<file path="config.mk">
export PLATFORM = sky130hd
export DESIGN_NAME = efgm_top
export DESIGN_NICKNAME = d
export VERILOG_FILES = /design/src/common/efgm_pkg.sv /design/src/core/efgm_exact_mod.sv /design/src/core/efgm_top.sv
export SDC_FILE = /design/constraint.sdc
export NUM_CORES = 1
export LEC_CHECK = 0
export CAP_MARGIN = 15
export CORE_ASPECT_RATIO = 1.75
export CORE_MARGIN = 5
export CORE_UTILIZATION = 53
export DETAILED_ROUTE_END_ITERATION = 10
export DONT_BUFFER_PORTS = 1
export GPL_TIMING_DRIVEN = 0
export PLACE_DENSITY_LB_ADDON = 0.05
export SLEW_MARGIN = 10
export SYNTH_ARGS = -nofsm -noshare
export SYNTH_HDL_FRONTEND = slang
export SYNTH_SLANG_ARGS = --single-unit
export TNS_END_PERCENT = 30
</file>
<file path="constraint.sdc">
create_clock -name core_clk -period 9.1 [get_ports core_clk]
set_input_delay 0.455 -clock core_clk [delete_from_list [all_inputs] [get_ports core_clk]]
set_output_delay 0.455 -clock core_clk [all_outputs]
set_load 0.02 [all_outputs]
</file>
<file path="src/common/efgm_pkg.sv">
// Constants shared by the exact-frequency and output-mux register bank
package efgm_pkg;
	// Register bus geometry
	localparam int ADDR_W = 8;
	localparam int DATA_W = 24;
	// Register offsets
	localparam logic [7:0] EXACT_FREQ_COUNT_OFS = 8'h0c;
	localparam logic [7:0] OUTPUT_PIN_CONTROL_OFS = 8'h0f;
	localparam logic [7:0] STATUS_READBACK_OFS = 8'h12;
	// Reset values
	localparam logic [13:0] EXACT_FREQ_COUNT_RST = 14'h0000;
	localparam logic [4:0] GPO_SELECT_RST = 5'h01;
	// Field layout of the exact-frequency count register
	localparam int EFC_W = 14;
	// Field layout of the output pin control register
	localparam int SEL_LSB = 0;
	localparam int SEL_MSB = 4;
	localparam int TEST_DATA_BIT = 5;
	localparam int NO_AUTOMUX_BIT = 6;
	localparam int DRIVER_ON_BIT = 7;
	localparam int NO_PFET_BIT = 8;
	localparam int NO_NFET_BIT = 9;
	localparam int CTRL_W = 10;
	// Field layout of the status readback register
	localparam int PIN_STATE_BIT = 0;
	localparam int LOCK_BIT = 1;
	// Feedback divider widths and exact-count constants
	localparam int NINT_W = 20;
	localparam int FRAC_W = 24;
	localparam logic [13:0] EFC_FIRST_ON = 14'h0002;
	localparam logic [13:0] EFC_ONE = 14'h0001;
	// Output source select codes
	localparam logic [4:0] SEL_TEST_DATA = 5'h00;
	localparam logic [4:0] SEL_LOCK = 5'h01;
	localparam logic [4:0] SEL_LOCK_WINDOW = 5'h02;
	localparam logic [4:0] SEL_RING_OSC = 5'h04;
	localparam logic [4:0] SEL_SLIP_UP = 5'h05;
	localparam logic [4:0] SEL_SLIP_DN = 5'h06;
	localparam logic [4:0] SEL_REF_BUF = 5'h08;
	localparam logic [4:0] SEL_OUT_DIV = 5'h0a;
	localparam logic [4:0] SEL_MOD_CLK = 5'h0b;
	localparam logic [4:0] SEL_AUX_CLK = 5'h0c;
	localparam logic [4:0] SEL_AUX_SCLK = 5'h0d;
	localparam logic [4:0] SEL_AUX_SEN = 5'h0e;
	localparam logic [4:0] SEL_AUX_SDAT = 5'h0f;
	localparam logic [4:0] SEL_DET_DN = 5'h10;
	localparam logic [4:0] SEL_DET_UP = 5'h11;
	localparam logic [4:0] SEL_MOD_DLY = 5'h12;
	localparam logic [4:0] SEL_MOD_CORE = 5'h13;
	localparam logic [4:0] SEL_STB_INT = 5'h14;
	localparam logic [4:0] SEL_STB_FRAC = 5'h15;
	localparam logic [4:0] SEL_STB_AUX = 5'h16;
	localparam logic [4:0] SEL_LATCH_EN = 5'h17;
	localparam logic [4:0] SEL_DIV_SYNC = 5'h18;
	localparam logic [4:0] SEL_SEED_LOAD = 5'h19;
	localparam logic [4:0] SEL_SER_OE = 5'h1e;
	localparam logic [4:0] SEL_SOFT_RST = 5'h1f;
	localparam int NUM_SEL = 32;

	// Exact mode is on for counts 2 and above; 0 and 1 leave it off
	function automatic logic efgm_exact_on(input logic [13:0] count);
		return count >= EFC_FIRST_ON;
	endfunction
endpackage

</file>
<file path="src/core/efgm_exact_mod.sv">
// Fractional feedback divider sequencer with exact-frequency period reset
`timescale 1ns/1ps
module efgm_exact_mod import efgm_pkg::*; (
	input wire logic core_clk, // Register clock
	input wire logic nrst, // Synchronous reset, active low
	input wire logic pfd_tick, // One pulse per comparison cycle
	input wire logic [NINT_W-1:0] feedback_int, // Integer part of the ratio
	input wire logic [FRAC_W-1:0] feedback_frac, // Fraction in units of 2^-24
	input wire logic [EFC_W-1:0] exact_freq_count, // Channels per comparison period
	output logic [NINT_W-1:0] div_value, // Divide value for this cycle
	output logic div_valid // Pulse with each new divide value
);
	logic [FRAC_W-1:0] acc;
	logic [EFC_W-1:0] chan_cnt;
	logic [FRAC_W:0] next_sum;
	logic carry;
	logic exact_on;
	logic period_end;

	// First-order accumulation of the 24-bit fraction
	assign next_sum = {1'b0, acc} + {1'b0, feedback_frac};
	assign carry = next_sum[FRAC_W];
	assign exact_on = efgm_exact_on(exact_freq_count);
	// Residue is discarded each period so the average is the exact ratio
	// A count lowered mid-period ends the period at once instead of after a wrap
	assign period_end = exact_on && (chan_cnt >= exact_freq_count - EFC_ONE);

	// Accumulator and channel counter
	always_ff @(posedge core_clk) begin
		if (!nrst) begin
			acc <= '0;
			chan_cnt <= '0;
		end else if (pfd_tick) begin
			acc <= period_end ? '0 : next_sum[FRAC_W-1:0];
			chan_cnt <= (period_end || !exact_on) ? '0 : chan_cnt + EFC_ONE;
		end
	end

	// Integer part plus carry gives this cycle's divide value
	always_ff @(posedge core_clk) begin
		if (!nrst) begin
			div_value <= '0;
			div_valid <= 1'b0;
		end else begin
			div_value <= feedback_int + {{(NINT_W-1){1'b0}}, carry};
			div_valid <= pfd_tick;
		end
	end
endmodule

</file>
<file path="src/core/efgm_top.sv">
// Exact-frequency count register, output pin control and output source mux
// How it works
// - Output divide ratio is even only; host picks twice floor of fmax over 2*fout.
// - Feedback ratio is integer part plus 24-bit fraction over 2^24.
// - Host writes reduced denominator into exact count; device then gives exact ratio.
// - Exact count is 14 bits; 0 and 1 disable, 2 to 16383 enable.
// - With exact count on, multiples of the correction rate have zero error.
// - Pin driver off after reset; drives only during serial reads to us unless control bit 7 is set.
// - Control bit 7 keeps the pin driver on permanently for monitoring.
// - Five-bit select picks the pin source; resets to 1, lock detect.
// - Codes 0-12 other than 3, 7 and 9 pick test bit, lock, window, oscillator, slip, buffers, clocks; 3, 7 and 9 drive low.
// - Codes 13-25 and 30-31 pick serial, detector, modulator clock, strobe and reset signals.
// - Lock status reads 1 when locked and 0 when unlocked.
`timescale 1ns/1ps
module efgm_top import efgm_pkg::*; (
	input wire logic core_clk, // 100 MHz register clock
	input wire logic nrst, // Synchronous reset, active low
	// Register access from the serial port
	input wire logic reg_wr_en, // Write strobe, one cycle
	input wire logic reg_rd_en, // Read strobe, one cycle
	input wire logic [ADDR_W-1:0] reg_addr, // Register offset
	input wire logic [DATA_W-1:0] reg_wdata, // Write data
	output logic [DATA_W-1:0] reg_rdata, // Read data, valid cycle after strobe
	output logic reg_rvalid, // Read data valid pulse
	// Serial read in progress and its data
	input wire logic ser_read_active, // Addressed serial read under way
	input wire logic ser_data_out, // Serial read data bit
	// Shared lock/serial-out pin
	input wire logic lock_serial_out_pin_in, // Pin level as seen on the wire
	output logic lock_serial_out_pin_out, // Pin drive level
	output logic lock_serial_out_pin_oe_n, // Low while the pin is driven
	output logic pin_pfet_off, // Pull-up half of driver disabled
	output logic pin_nfet_off, // Pull-down half of driver disabled
	// Feedback divider
	input wire logic pfd_tick, // One pulse per comparison cycle
	input wire logic [NINT_W-1:0] feedback_int, // Integer part of ratio
	input wire logic [FRAC_W-1:0] feedback_frac, // Fractional part of ratio
	output logic [NINT_W-1:0] feedback_divide_ratio, // Divide value per cycle
	output logic feedback_div_valid, // Pulse with each divide value
	// Internal signals offered on the pin
	input wire logic lock_detect, // Loop locked
	input wire logic lock_window, // Lock detect window
	input wire logic ring_osc, // Ring oscillator test
	input wire logic slip_pull_up, // Cycle slip prevention pull up
	input wire logic slip_pull_dn, // Cycle slip prevention pull down
	input wire logic ref_buf_out, // Reference buffer output
	input wire logic out_div_out, // Output divider output
	input wire logic mod_clk, // Modulator clock from output divider
	input wire logic aux_clk, // Auxiliary clock
	input wire logic aux_ser_clk, // Auxiliary serial clock
	input wire logic aux_ser_en, // Auxiliary serial enable
	input wire logic aux_ser_data, // Auxiliary serial data out
	input wire logic det_dn, // Phase detector down
	input wire logic det_up, // Phase detector up
	input wire logic mod_clk_dly, // Modulator clock delay
	input wire logic mod_core_clk, // Modulator core clock
	input wire logic strobe_int_wr, // Integer write autostrobe
	input wire logic strobe_frac_wr, // Fraction write autostrobe
	input wire logic strobe_aux_wr, // Auxiliary serial autostrobe
	input wire logic ser_latch_en, // Serial latch enable
	input wire logic div_sync_rst, // Divider sync reset
	input wire logic seed_load, // Seed load strobe
	input wire logic ser_out_en, // Serial output buffer enable
	input wire logic soft_rst_n // Soft reset, active low
);
	////////////////////////////////////////////////////////////////////////////
	// Register storage
	logic [EFC_W-1:0] exact_freq_count;
	logic [CTRL_W-1:0] output_pin_control;
	logic pin_sync1;
	logic pin_sync2;

	// Address decode
	wire hit_efc = (reg_addr == EXACT_FREQ_COUNT_OFS);
	wire hit_ctrl = (reg_addr == OUTPUT_PIN_CONTROL_OFS);
	wire hit_stat = (reg_addr == STATUS_READBACK_OFS);
	wire wr_efc = reg_wr_en && hit_efc;
	wire wr_ctrl = reg_wr_en && hit_ctrl;

	// Control fields
	wire [4:0] gpo_select = output_pin_control[SEL_MSB:SEL_LSB];
	wire gpo_test_data = output_pin_control[TEST_DATA_BIT];
	wire no_automux = output_pin_control[NO_AUTOMUX_BIT];
	wire driver_always_on = output_pin_control[DRIVER_ON_BIT];

	// Exact count register, reserved upper bits not stored
	always_ff @(posedge core_clk) begin
		if (!nrst) begin
			exact_freq_count <= EXACT_FREQ_COUNT_RST;
		end else if (wr_efc) begin
			exact_freq_count <= reg_wdata[EFC_W-1:0];
		end
	end

	// Output pin control register, select resets to lock detect
	always_ff @(posedge core_clk) begin
		if (!nrst) begin
			output_pin_control <= {{(CTRL_W-5){1'b0}}, GPO_SELECT_RST};
		end else if (wr_ctrl) begin
			output_pin_control <= reg_wdata[CTRL_W-1:0];
		end
	end

	////////////////////////////////////////////////////////////////////////////
	// Pin level synchroniser for the readback of the wire state
	always_ff @(posedge core_clk) begin
		if (!nrst) begin
			pin_sync1 <= 1'b0;
			pin_sync2 <= 1'b0;
		end else begin
			pin_sync1 <= lock_serial_out_pin_in;
			pin_sync2 <= pin_sync1;
		end
	end

	// Read data selection; unmapped offsets read zero
	wire [DATA_W-1:0] rd_efc = {{(DATA_W-EFC_W){1'b0}}, exact_freq_count};
	wire [DATA_W-1:0] rd_ctrl = {{(DATA_W-CTRL_W){1'b0}}, output_pin_control};
	wire [DATA_W-1:0] rd_stat = {{(DATA_W-2){1'b0}}, lock_detect, pin_sync2};
	wire [DATA_W-1:0] rd_mux = hit_efc ? rd_efc :
		hit_ctrl ? rd_ctrl :
		hit_stat ? rd_stat : '0;

	// Registered read answer
	always_ff @(posedge core_clk) begin
		if (!nrst) begin
			reg_rdata <= '0;
			reg_rvalid <= 1'b0;
		end else begin
			reg_rdata <= reg_rd_en ? rd_mux : reg_rdata;
			reg_rvalid <= reg_rd_en;
		end
	end

	////////////////////////////////////////////////////////////////////////////
	// Output source vector indexed by the select code
	wire [NUM_SEL-1:0] gpo_src;
	assign gpo_src[SEL_TEST_DATA] = gpo_test_data;
	assign gpo_src[SEL_LOCK] = lock_detect;
	assign gpo_src[SEL_LOCK_WINDOW] = lock_window;
	assign gpo_src[3] = 1'b0;
	assign gpo_src[SEL_RING_OSC] = ring_osc;
	assign gpo_src[SEL_SLIP_UP] = slip_pull_up;
	assign gpo_src[SEL_SLIP_DN] = slip_pull_dn;
	assign gpo_src[7] = 1'b0;
	assign gpo_src[SEL_REF_BUF] = ref_buf_out;
	assign gpo_src[9] = 1'b0;
	assign gpo_src[SEL_OUT_DIV] = out_div_out;
	assign gpo_src[SEL_MOD_CLK] = mod_clk;
	assign gpo_src[SEL_AUX_CLK] = aux_clk;
	assign gpo_src[SEL_AUX_SCLK] = aux_ser_clk;
	assign gpo_src[SEL_AUX_SEN] = aux_ser_en;
	assign gpo_src[SEL_AUX_SDAT] = aux_ser_data;
	assign gpo_src[SEL_DET_DN] = det_dn;
	assign gpo_src[SEL_DET_UP] = det_up;
	assign gpo_src[SEL_MOD_DLY] = mod_clk_dly;
	assign gpo_src[SEL_MOD_CORE] = mod_core_clk;
	assign gpo_src[SEL_STB_INT] = strobe_int_wr;
	assign gpo_src[SEL_STB_FRAC] = strobe_frac_wr;
	assign gpo_src[SEL_STB_AUX] = strobe_aux_wr;
	assign gpo_src[SEL_LATCH_EN] = ser_latch_en;
	assign gpo_src[SEL_DIV_SYNC] = div_sync_rst;
	assign gpo_src[SEL_SEED_LOAD] = seed_load;
	assign gpo_src[29:26] = 4'h0;
	assign gpo_src[SEL_SER_OE] = ser_out_en;
	assign gpo_src[SEL_SOFT_RST] = soft_rst_n;

	wire gpo_level = gpo_src[gpo_select];

	// Serial data takes the pin during reads unless automux is blocked
	wire show_ser = ser_read_active && !no_automux;
	wire next_pin_out = show_ser ? ser_data_out : gpo_level;
	// Driver on during addressed reads, or always when monitoring
	wire next_pin_drive = ser_read_active || driver_always_on;

	// Pin drive registers; driver released while in reset
	always_ff @(posedge core_clk) begin
		if (!nrst) begin
			lock_serial_out_pin_out <= 1'b0;
			lock_serial_out_pin_oe_n <= 1'b1;
		end else begin
			lock_serial_out_pin_out <= next_pin_out;
			lock_serial_out_pin_oe_n <= !next_pin_drive;
		end
	end

	// Driver half disables come straight from their control bits
	assign pin_pfet_off = output_pin_control[NO_PFET_BIT];
	assign pin_nfet_off = output_pin_control[NO_NFET_BIT];

	////////////////////////////////////////////////////////////////////////////
	// Feedback divider sequencer with exact-frequency correction
	efgm_exact_mod u_exact_mod (
		.core_clk(core_clk),
		.nrst(nrst),
		.pfd_tick(pfd_tick),
		.feedback_int(feedback_int),
		.feedback_frac(feedback_frac),
		.exact_freq_count(exact_freq_count),
		.div_value(feedback_divide_ratio),
		.div_valid(feedback_div_valid)
	);
endmodule

</file>
==> results.cfg <==
[run_status]
outcome = complete, no violations

[worst_setup_path]
r2r_cells = 18
ff2ff_setup_slack_ns = 5.23
r2r_end = u_exact_mod.div_value[18]
cp_slowest_cell = fa_1
cpPeakStageDelay_ns = 0.39
timing.rr.start = u_exact_mod.acc[0]
worst-endpoint-required_ns = 9.33
critical_path_peak_fanout = 7
cp_cell_sequence = ha_1 -> inv_1 -> fa_1 -> nor2b_1 -> o2111ai_1 -> a31oi_1 -> o21ai_0 -> a21oi_1 -> o211ai_1 -> nand2_1 -> ha_1 -> ha_1 -> buf_1 -> nand3_1 -> nor2_1 -> nand2_1 -> xnor2_1 -> and2_1
startpoint_type = flop
cp_top_family = compound AO/OA/AOI/OAI gates
crit_top_cell = ha_1
crit_buf_inv = 2
crit_path_end_kind = flop
path_class = flop to flop
crit_arrival_ns = 4.10

[clock_network]
cts_hold_buf = 0
cts_sinks = 102
htreeDepth = 3
cts_root_buffer = clkbuf_16
cts_tree = done
clkTransAtPathRegs_ns = 0.07
cts_max_path_buffers = 2
post_cts_buffers = 0
cts_made_buffers = 9
worstSkewPairLatency_ns = 0.34
cts_resized = 0

[yosys]
ys_seq_area_frac = 0.334
ys_seq_elements = 102
synth-edff-count = 0
post_synth_main_area_contributors = dfxtp_1 33%, ha_1 8.8%, nand2_1 6.3%
synth_top_area_frac = 0.334
synth_top_area_cell = dfxtp_1
yosys-top-cells-count = 102 x dfxtp_1, 102 x nand2_1, 45 x a21boi_0, 43 x ha_1, 37 x nand3_1
syn_avg_cell_area_um2 = 8.77
syn-cell-area_um2 = 6110
yosys_warnings = 0
synth-main-ff-cell = dfxtp_1
syn_inst = 696
synth_async_sr_flop_share = 0
synth_cell_type_count = 63

[layout]
drive_above_1_share = 0.0707
insertedDiodeCount = 0
final_cell_area_um2 = 6610
fillers = 1066
regArea_um2 = 2040
final_nets = 868
multi_input_area_um2 = 3850
synthToLayoutAreaGrowth_pct = 8.26

[drt]
firstDrtPassIters = 4
ant_nets = 0
wl_per_cell_um = 17.5
via_count = 4950
drtIter0Drc = 186
avgViaCountPerCell = 5.78
drc = 0
routed_wl_mm = 15.0

[hold_path]
hold_path_end = lock_serial_out_pin_oe_n
hold_depth = 1
min_from = ser_read_active
hold_class = input port to flop

[placement]
dpl.hpwl_mm = 12.2
io_buffers = 0
gp_congestion = 0.930
dpl_cell_area_um2 = 6310
pre_cts_ws_ns = 5.09

[global_routing]
antenna_found_initial = 0
grt-ovfl-total = 0
grt_max_degree = 17
grt_usage = 0.216
grt_pass1_vias = 5121
grt_pass1_wl_mm = 25.1

[power_and_ir_drop]
power_switching_mw = 0.302
p_int_mw = 0.789
power.total_mw = 1.09
vdd_drop_max_uv = 120
p_sw_frac = 0.277
pwr-share-clk = 0.355
power_density_nw_per_um2 = 165
p_seq_frac = 0.454
p_leak_nw = 2.79
pwr-share-comb = 0.191

[die]
core_um2 = 11500
die_h_um = 152
io_pins = 158
rows = 52
die-area_um2 = 13900
die-width_um = 91.1
start_util = 0.533

[timing]
hold_violations = 0
skew_ns = 0.00832
clock.fmax_mhz = 259
final.period_utilization = 0.425
fin_tns_setup_ns = 0
setup_viol = 0
rsz0062_at_grt = no
final.min_clock_period_ns = 3.87
slew_headroom = 0.565
maxSlewViolCount = 0
setup_ws_ns = 5.23
whs_ns = 0.214
worstMarginPinSlew_ns = 0.648

[flow_run]
maxCapViolCount = 0
==> cell families after synthesis <==
family / after synthesis / share of synthesized area
AO/OA/AOI/OAI: 168 / 0.208
multiplexers: 12 / 0.0301
adder cells (fa/ha/maj): 44 / 0.0914
flip-flops: 102 / 0.334
other: 1 / 0.000614
buffers and inverters: 51 / 0.0406
XOR/XNOR: 56 / 0.0803
AND/OR/NAND/NOR: 262 / 0.214
==> power by group through the flow <==
| stage | sequential (mW) | combinational [mW] | clock (mW) |
|---|---|---|---|
| finish | 0.495 | 0.209 | 0.387 |
| CTS | 0.496 | 0.209 | 0.397 |
| global route | 0.498 | 0.237 | 0.417 |
| global placement | 0.505 | 0.205 | 0 |
| floorplan | 0.501 | 0.174 | 0 |
| detailed placement | 0.506 | 0.208 | 0 |
==> metrics by stage <==
step	utilization	instances
2_1_floorplan	-	705
5_1_grt	0.577	856
3_5_place_dp	0.551	840
4_1_cts	0.577	856
3_3_place_gp	0.551	840
6_report	0.577	856
==> worst max path at each step <==
stage / endpoint / slack [ns] / from / cells after the start
finish: u_exact_mod.div_value[18] / 5.23 / u_exact_mod.acc[0] / 18
floorplan: u_exact_mod.div_value[16] / 5.81 / feedback_frac[0] / 18
detailed placement: u_exact_mod.div_value[18] / 5.09 / feedback_frac[0] / 18
global placement: u_exact_mod.div_value[18] / 5.14 / feedback_frac[0] / 18
CTS: u_exact_mod.div_value[18] / 5.20 / u_exact_mod.acc[0] / 18
global route: u_exact_mod.div_value[18] / 4.81 / u_exact_mod.acc[0] / 18
==> area by class of cell <==
| class | instances | share of cell area |
|---|---|---|
| multi-input combinational | 552 | 0.582 |
| sequential | 102 | 0.309 |
| clock buffer | 11 | 0.0367 |
| buffer | 43 | 0.0329 |
| tap | 135 | 0.0256 |
| clock inverter | 5 | 0.00890 |
| inverter | 8 | 0.00454 |
==> layer usage <==
metal / GRT usage / vias to the layer above / part of all wire
li1: - / 2509 / -
met1: 0.221 / 2308 / 0.36
met2: 0.422 / 106 / 0.57
met3: 0.0470 / 27 / 0.048
met4: 0.0692 / 0 / 0.024
met5: 0 / - / 0
==> worst register-to-register path: stages (launching register included) <==
cell	delay (ns)
dfxtp_1	0.33
ha_1	0.20
inv_1	0.07
fa_1	0.39
nor2b_1	0.17
o2111ai_1	0.16
a31oi_1	0.31
o21ai_0	0.23
a21oi_1	0.29
o211ai_1	0.11
nand2_1	0.10
ha_1	0.21
ha_1	0.16
buf_1	0.29
nand3_1	0.19
nor2_1	0.20
nand2_1	0.08
xnor2_1	0.12
and2_1	0.15
==> cells in the final DEF, fill, tap and decap left out, types with 18 or more instances in the layout <==
cell type | netlist | routed
a21boi_0 | 45 | 45
xnor2_1 | 34 | 34
dfxtp_1 | 102 | 102
o21ai_0 | 18 | 18
and2_1 | 28 | 28
clkbuf_1 | 25 | 26
xor2_1 | 22 | 22
nand2_1 | 102 | 102
a21oi_1 | 18 | 18
nor2_1 | 28 | 28
nand3_1 | 37 | 37
ha_1 | 43 | 43
==> flip-flops by register name, indices dropped and copies added (netlist names), 10 cells and up <==
| signal | count |
|---|---|
| reg_rdata | 14 |
| u_exact_mod.acc | 24 |
| exact_freq_count | 14 |
| output_pin_control | 10 |
| u_exact_mod.chan_cnt | 14 |
| u_exact_mod.div_value | 20 |
No activity file was read; power rests on OpenSTA's default activity.
